$ cat src/design/ladder_bit_pkg.sv
//------------------------------------------------------------------
//------------------------------------------------------------------
`default_nettype none
package ladder_bit_pkg;

	//------------------------------------------------------------------
	// Register bus
	//------------------------------------------------------------------
	localparam int          ADDR_W        = 8;
	localparam int          DATA_W        = 32;
	localparam logic [7:0]  REG_CONTROL   = 8'h00;
	localparam logic [7:0]  REG_EXECUTE   = 8'h04;
	localparam logic [7:0]  REG_STATUS    = 8'h08;
	localparam logic [7:0]  REG_TABLE_LO  = 8'h0C;
	localparam logic [7:0]  REG_TABLE_HI  = 8'h10;

	//------------------------------------------------------------------
	// Data table and outputs
	//------------------------------------------------------------------
	localparam int          TABLE_BITS    = 64;
	localparam int          BIT_ADDR_W    = 6;
	localparam int          PHYS_OUTS     = 8;

	//------------------------------------------------------------------
	// Field positions
	//------------------------------------------------------------------
	localparam int          CTL_PROG_POS  = 0;
	localparam int          EX_ADDR_LSB   = 0;
	localparam int          EX_STORE_LSB  = 8;
	localparam int          EX_RUNG_POS   = 16;
	localparam int          EX_ZONE_POS   = 17;
	localparam int          EX_OP_LSB     = 20;
	localparam int          ST_RUNG_POS   = 0;
	localparam int          ST_ERR_POS    = 1;
	localparam int          ST_PROG_POS   = 2;

	//------------------------------------------------------------------
	// Reset values
	//------------------------------------------------------------------
	localparam logic [63:0] TABLE_RESET   = 64'h0000_0000_0000_0000;
	localparam logic [7:0]  OUTS_RESET    = 8'h00;
	localparam logic [31:0] RDATA_RESET   = 32'h0000_0000;

	typedef enum logic [2:0] {
		op_output_coil,
		op_latch_set,
		op_latch_clear,
		op_rising_one_shot,
		op_examine_on,
		op_examine_off
	} opcode_t;

endpackage
`default_nettype wire

$ cat src/design/ladder_bit_output_oneshot.sv
`timescale 1ns/100ps
`default_nettype none
module ladder_bit_output_oneshot (
	input  wire logic                               core_clk_i,
	input  wire logic                               arst_n_i,
	input  wire logic [ladder_bit_pkg::ADDR_W-1:0]  addr_i,
	input  wire logic [ladder_bit_pkg::DATA_W-1:0]  wdata_i,
	input  wire logic                               wr_i,
	input  wire logic                               rd_i,
	output logic      [ladder_bit_pkg::DATA_W-1:0]  rdata_o,
	input  wire logic                               power_good_i,
	input  wire logic                               fault_i,
	output logic      [ladder_bit_pkg::PHYS_OUTS-1:0] phys_out_o
);
	import ladder_bit_pkg::*;

	//------------------------------------------------------------------
	// Decoding helpers
	//------------------------------------------------------------------
	function automatic logic [TABLE_BITS-1:0] bit_mask(
		input logic [BIT_ADDR_W-1:0] idx
	);
		logic [TABLE_BITS-1:0] m;
		m = '0;
		m[idx] = 1'b1;
		return m;
	endfunction

	function automatic logic [TABLE_BITS-1:0] put_bit(
		input logic [TABLE_BITS-1:0] tbl,
		input logic [BIT_ADDR_W-1:0] idx,
		input logic                  val
	);
		return val ? (tbl | bit_mask(idx)) : (tbl & ~bit_mask(idx));
	endfunction

	//------------------------------------------------------------------
	// State
	//------------------------------------------------------------------
	logic [TABLE_BITS-1:0] data_table;
	logic [TABLE_BITS-1:0] next_table;
	logic [TABLE_BITS-1:0] coil_owned;
	logic [TABLE_BITS-1:0] next_coil_owned;
	logic                  rung_out;
	logic                  next_rung_out;
	logic                  prog_mode;
	logic                  prog_mode_d;
	logic                  power_d;
	logic [1:0]            settle;
	logic [1:0]            pins_sync;
	logic                  power_sync;
	logic                  fault_sync;
	logic                  clear_event;
	logic                  exec;
	logic [BIT_ADDR_W-1:0] op_addr;
	logic [BIT_ADDR_W-1:0] store_addr;
	logic                  rung_in;
	logic                  zone_true;
	logic                  eff_rung;
	opcode_t               op;

	level_sync #(
		.WIDTH (2)
	) u_pin_sync (
		.core_clk_i (core_clk_i),
		.arst_n_i   (arst_n_i),
		.async_i    ({fault_i, power_good_i}),
		.sync_o     (pins_sync)
	);

	assign power_sync = pins_sync[0];
	assign fault_sync = pins_sync[1];

	//------------------------------------------------------------------
	// Instruction decode
	//------------------------------------------------------------------
	assign exec       = wr_i && (addr_i == REG_EXECUTE) && !prog_mode;
	assign op_addr    = wdata_i[EX_ADDR_LSB +: BIT_ADDR_W];
	assign store_addr = wdata_i[EX_STORE_LSB +: BIT_ADDR_W];
	assign rung_in    = wdata_i[EX_RUNG_POS];
	assign zone_true  = wdata_i[EX_ZONE_POS];
	assign op         = opcode_t'(wdata_i[EX_OP_LSB +: 3]);
	// A false control zone makes every rung inside it false.
	assign eff_rung   = rung_in && zone_true;

	// Mode entry and power return both wipe non-retentive bits; the
	// edge detectors read only fully synchronised levels.
	assign clear_event = (prog_mode && !prog_mode_d)
		|| (power_sync && !power_d);

	//------------------------------------------------------------------
	// Instruction execution
	//------------------------------------------------------------------
	always_comb begin
		next_table      = data_table;
		next_coil_owned = coil_owned;
		next_rung_out   = rung_out;
		if (exec) begin
			unique case (op)
				op_output_coil: begin
					next_table = put_bit(data_table, op_addr,
						eff_rung);
					next_coil_owned = coil_owned | bit_mask(op_addr);
					next_rung_out   = eff_rung;
				end
				op_latch_set: begin
					if (eff_rung) begin
						next_table = put_bit(data_table, op_addr,
							1'b1);
						next_coil_owned = coil_owned & ~bit_mask(op_addr);
					end
					next_rung_out = eff_rung;
				end
				op_latch_clear: begin
					if (eff_rung) begin
						next_table = put_bit(data_table, op_addr,
							1'b0);
						next_coil_owned = coil_owned & ~bit_mask(op_addr);
					end
					next_rung_out = eff_rung;
				end
				op_rising_one_shot: begin
					// The storage bit remembers the previous rung.
					next_table = put_bit(data_table, store_addr,
						eff_rung);
					next_rung_out = eff_rung
						&& !data_table[store_addr];
				end
				op_examine_on: begin
					next_rung_out = eff_rung
						&& data_table[op_addr];
				end
				op_examine_off: begin
					next_rung_out = eff_rung
						&& !data_table[op_addr];
				end
				default: begin
					next_rung_out = 1'b0;
				end
			endcase
		end
		if (clear_event) begin
			next_table = next_table & ~next_coil_owned;
		end
	end

	// The new value is visible to the very next instruction.
	always_ff @(posedge core_clk_i or negedge arst_n_i) begin
		if (!arst_n_i) begin
			data_table <= TABLE_RESET;
			coil_owned <= TABLE_RESET;
			rung_out   <= 1'b0;
		end else begin
			data_table <= next_table;
			coil_owned <= next_coil_owned;
			rung_out   <= next_rung_out;
		end
	end

	//------------------------------------------------------------------
	// Mode and edge history
	//------------------------------------------------------------------
	always_ff @(posedge core_clk_i or negedge arst_n_i) begin
		if (!arst_n_i) begin
			prog_mode <= 1'b0;
		end else if (wr_i && addr_i == REG_CONTROL) begin
			prog_mode <= wdata_i[CTL_PROG_POS];
		end
	end

	// The synchroniser leaves reset low, so its first rise is no power
	// return; the history stays high until both stages hold the pin.
	always_ff @(posedge core_clk_i or negedge arst_n_i) begin
		if (!arst_n_i) begin
			prog_mode_d <= 1'b0;
			power_d     <= 1'b1;
			settle      <= 2'b00;
		end else begin
			prog_mode_d <= prog_mode;
			power_d     <= settle[1] ? power_sync : 1'b1;
			settle      <= {settle[0], 1'b1};
		end
	end

	//------------------------------------------------------------------
	// Physical outputs
	//------------------------------------------------------------------
	// The data table is left intact under a fault, so outputs come
	// back with the held values one clock after the synchronised fault clears.
	always_ff @(posedge core_clk_i or negedge arst_n_i) begin
		if (!arst_n_i) begin
			phys_out_o <= OUTS_RESET;
		end else if (fault_sync) begin
			phys_out_o <= OUTS_RESET;
		end else begin
			phys_out_o <= data_table[PHYS_OUTS-1:0];
		end
	end

	//------------------------------------------------------------------
	// Register read
	//------------------------------------------------------------------
	always_ff @(posedge core_clk_i or negedge arst_n_i) begin
		if (!arst_n_i) begin
			rdata_o <= RDATA_RESET;
		end else if (rd_i) begin
			rdata_o <= RDATA_RESET;
			unique case (addr_i)
				REG_CONTROL: begin
					rdata_o[CTL_PROG_POS] <= prog_mode;
				end
				REG_STATUS: begin
					rdata_o[ST_RUNG_POS] <= rung_out;
					rdata_o[ST_ERR_POS]  <= fault_sync;
					rdata_o[ST_PROG_POS] <= prog_mode;
				end
				REG_TABLE_LO: begin
					rdata_o <= data_table[31:0];
				end
				REG_TABLE_HI: begin
					rdata_o <= data_table[63:32];
				end
				default: begin
					rdata_o <= RDATA_RESET;
				end
			endcase
		end else begin
			rdata_o <= RDATA_RESET;
		end
	end
endmodule
`default_nettype wire

$ cat src/design/level_sync.sv
`timescale 1ns/100ps
`default_nettype none
module level_sync #(
	parameter int WIDTH = 2
) (
	input  wire logic             core_clk_i,
	input  wire logic             arst_n_i,
	input  wire logic [WIDTH-1:0] async_i,
	output logic      [WIDTH-1:0] sync_o
);
	logic [WIDTH-1:0] stage1;

	// The first stage feeds the second stage only.
	always_ff @(posedge core_clk_i or negedge arst_n_i) begin
		if (!arst_n_i) begin
			stage1 <= '0;
			sync_o <= '0;
		end else begin
			stage1 <= async_i;
			sync_o <= stage1;
		end
	end
endmodule
`default_nettype wire

$ cat config.mk
export PLATFORM = sky130hd
export DESIGN_NAME = ladder_bit_output_oneshot
export DESIGN_NICKNAME = d
export VERILOG_FILES = /design/src/design/ladder_bit_pkg.sv /design/src/design/ladder_bit_output_oneshot.sv /design/src/design/level_sync.sv
export SDC_FILE = /design/constraint.sdc
export NUM_CORES = 1
export LEC_CHECK = 0
export BUFFER_PORTS_ARGS = -buffer_cell sky130_fd_sc_hd__buf_4
export CORE_ASPECT_RATIO = 1.1
export CORE_UTILIZATION = 48
export CTS_BUF_LIST = sky130_fd_sc_hd__clkbuf_16
export CTS_CLUSTER_DIAMETER = 150
export DETAILED_ROUTE_END_ITERATION = 6
export PLACE_DENSITY = 0.75
export SLEW_MARGIN = 25
export SYNTH_ARGS = -nofsm -noshare
export SYNTH_HDL_FRONTEND = slang
export SYNTH_SLANG_ARGS = --single-unit
$ cat constraint.sdc
create_clock -name core_clk_i -period 2.5 [get_ports core_clk_i]
set_clock_uncertainty 0.05 [all_clocks]
set_input_delay 0.375 -clock core_clk_i [delete_from_list [all_inputs] [get_ports core_clk_i]]
set_output_delay 0.375 -clock core_clk_i [all_outputs]
set_load 0.02 [all_outputs]
==> flow_summary.ini <==
[outcome]
status = finished with violations
violations = DRC

[global_routing]
antenna_found_initial = 0
grt_pass1_wl_um = 56400
grt-ovfl-total = 0
grtUsageTotal_pct = 34.2
grt_max_degree = 65
grt_pass1_vias = 9929

[placed_design]
placed_area_mm2 = 0.0114
port_buffers = 70
gp_congestion = 0.975
dp_slack_ps = -3.31
dp.cells = 1434
hpwl_um = 22700

[drt]
drt_iter0_drc = 1740
drcViolationCount = 2
final_antenna_net_count = 0
viasPerCell = 7.12
vias = 10469
drtPass1Iterations = 7
routed_wl_um = 36200
wl_per_cell_um = 24.6

[synthesis]
yosysWarnings = 0
ys_types = 53
synth.most_common_cell = dfrtp_1
syn_inst = 1121
yosys_most_used_dff = dfrtp_1
yosysTopAreaCell = dfrtp_1
syn_area_per_cell_um2 = 9.03
synth.cell_area_mm2 = 0.0101
ys_ff_latch = 178
synthTopCellsByCount = dfrtp_1, a22oi_1, o21ai_0, o21ai_1, nand2_1
synth.area.top_cells = dfrtp_1, a22oi_1, o21ai_0, o21ai_1, o22ai_1
seq_area_frac_synth_pct = 44.0
postSynth.asyncResetShare_pct = 100
synth_edf_count = 0
synth_nets = 1167
synth_top_area_share_pct = 43.8

[cts]
tritoncts = done
h-tree-depth = 4
cts_setup_buffers = 0
cts_resized = 0
cts_buffer_depth = 2
cts_root_buf = clkbuf_16
clk_pin_slew_ps = 70
clkSinkCount = 178
cts_made_buffers = 17
worstSkewPairLatency_ps = 440

[sta]
final-max-slew-violation-count = 0
max_slew.worst_pin.slew_ps = 799
max-slew-margin-rel_pct = 46.5
rsz0062_at_grt = no
hold_violations = 0
finalCritPeriodShare_pct = 93.6
min_period_ps = 2340
setup_viol = 0
fmax_mhz = 427
setup_slack_ps = 160

[finish]
layout.nets = 1246
instances_no_fill = 1470
design_area_mm2 = 0.0121
syn_to_final_growth_pct = 19.2
final_core_util_pct = 58.4
drive_above_1_share_pct = 20.9

[power]
vdd_drop_max_uv = 506
p_total_mw = 6.40
p_per_area_mw_per_mm2 = 530
leakage_nw = 4.75

[critical_path]
critPathMaxFanout = 4
cp.arrival_ps = 2620
reg2reg_depth = 7
crit_type = flop to flop
slowest_delay_ps = 510
required_ps = 2780
crit_chain = mux4_2 -> a221oi_1 -> a21oi_1 -> a211oi_2 -> mux2i_1 -> o211ai_2 -> a22o_1
path_buf_inv = 0
cpLargestDelayFamily = compound AO/OA/AOI/OAI gates
cp_slowest_cell = mux4_2
r2r-end = rung_out$_DFFE_PN0N_
regToRegStartpoint = data_table[44]$_DFF_PN0_
startpoint_type = flop
end_kind = flop
worst-r2r-setup-slack_ps = 160

[die]
start_util_pct = 49.0
rows = 55
die_w_um = 140
die_h_um = 154
dieArea_mm2 = 0.0217
coreArea_mm2 = 0.0206
num_io_pins = 86

[min_path]
worst_hold_path.num_cells = 4
holdPathEnd = rdata_o[0]$_DFF_PN0_
hp-start = addr_i[3]
hp-class = input pin to flop

[job]
maxCapViolCount = 0
==> report_power, final <==
group / internal (mW) / total, mW / leakage [nW] / switching [mW]
Sequential: 2.89 / 2.89 / 2.47 / 0.00544
Combinational: 0.165 / 0.552 / 1.97 / 0.387
Clock: 1.77 / 2.95 / 0.307 / 1.18
==> flip-flops by register name (all words and copies together) (netlist names) <==
| name | flops |
|---|---|
| u_pin_sync.sync_o | 2 |
| settle | 2 |
| prog_mode | 1 |
| power_d | 1 |
| u_pin_sync.stage1 | 2 |
| coil_owned | 64 |
| data_table | 64 |
| prog_mode_d | 1 |
| phys_out_o | 8 |
| rdata_o | 32 |
| rung_out | 1 |
==> how the worst max path moves through the flow <==
stage	startpoint	slack (ps)	to	depth (start not counted)
detailed placement	wdata_i[0]	-3	rung_out$_DFFE_PN0N_	8
global placement	wdata_i[0]	20	rung_out$_DFFE_PN0N_	8
finish	data_table[44]$_DFF_PN0_	160	rung_out$_DFFE_PN0N_	7
floorplan	wdata_i[1]	230	rung_out$_DFFE_PN0N_	8
CTS	data_table[44]$_DFF_PN0_	180	rung_out$_DFFE_PN0N_	7
global route	data_table[44]$_DFF_PN0_	100	rung_out$_DFFE_PN0N_	7
==> routing by layer <==
metal	global-route usage, %	vias to the layer above	routed length (um)
li1	-	4404	-
met3	10.6	219	4730
met2	52.9	915	16000
met1	42.6	4931	13200
met5	0	-	0
met4	19.0	0	2390
==> worst reg2reg max path, delay by kind of cell (launching register included) <==
family,cells,cell delay (ps)
muxes,2,760
AOI/OAI and AO/OA,5,990
DFF,1,440
==> cell usage in the layout, fill, tap and decap left out, types with 5 or more instances in the layout <==
master,synthesis,final
nor2b_1,39,39
nor2_1,10,7
mux2i_1,6,6
o21ai_0,127,127
nor3b_2,9,9
o21ai_1,121,121
dfrtp_1,177,177
mux4_2,14,14
nand3b_1,6,6
nand3_1,66,66
buf_4,1,160
buf_12,1,12
a21oi_1,67,67
a22oi_1,127,127
o21ai_2,10,10
o22ai_1,67,66
clkbuf_16,0,17
nand2_1,91,91
and3b_1,7,7
inv_1,4,5
bufinv_16,0,5
==> per-stage QoR <==
step / setup TNS [ps] / hold slack (ps)
floorplan: 0 / 29.4
global placement: 0 / 283
detailed placement: -3.31 / 295
CTS: 0 / 191
global route: 0 / 205
finish: 0 / 194
==> layout make-up <==
cell class | instances | area, um2
diodes | 1 | 2.50
clock buffers | 17 | 425
clock inverters | 15 | 215
fillers | 1775 | 8580
inverters | 4 | 15.0
multi-input cells | 823 | 5150
flip-flops and latches | 178 | 4460
well taps | 256 | 320
repair buffers | 176 | 1480
==> cells by family after synthesis <==
kind of cell / synth area share (%)
other cells: 0.0371
compound gates: 31.2
buf+inv: 5.51
mux: 4.82
xor+xnor: 0.0866
simple gates: 14.3
flops: 44.0
==> timing repair <==
action,4_1_cts,5_1_grt
hold buffers,3,0
setup endpoints to repair,0,0
endpoints found under the hold margin,50,0
Power figures use the tool's default switching activity.
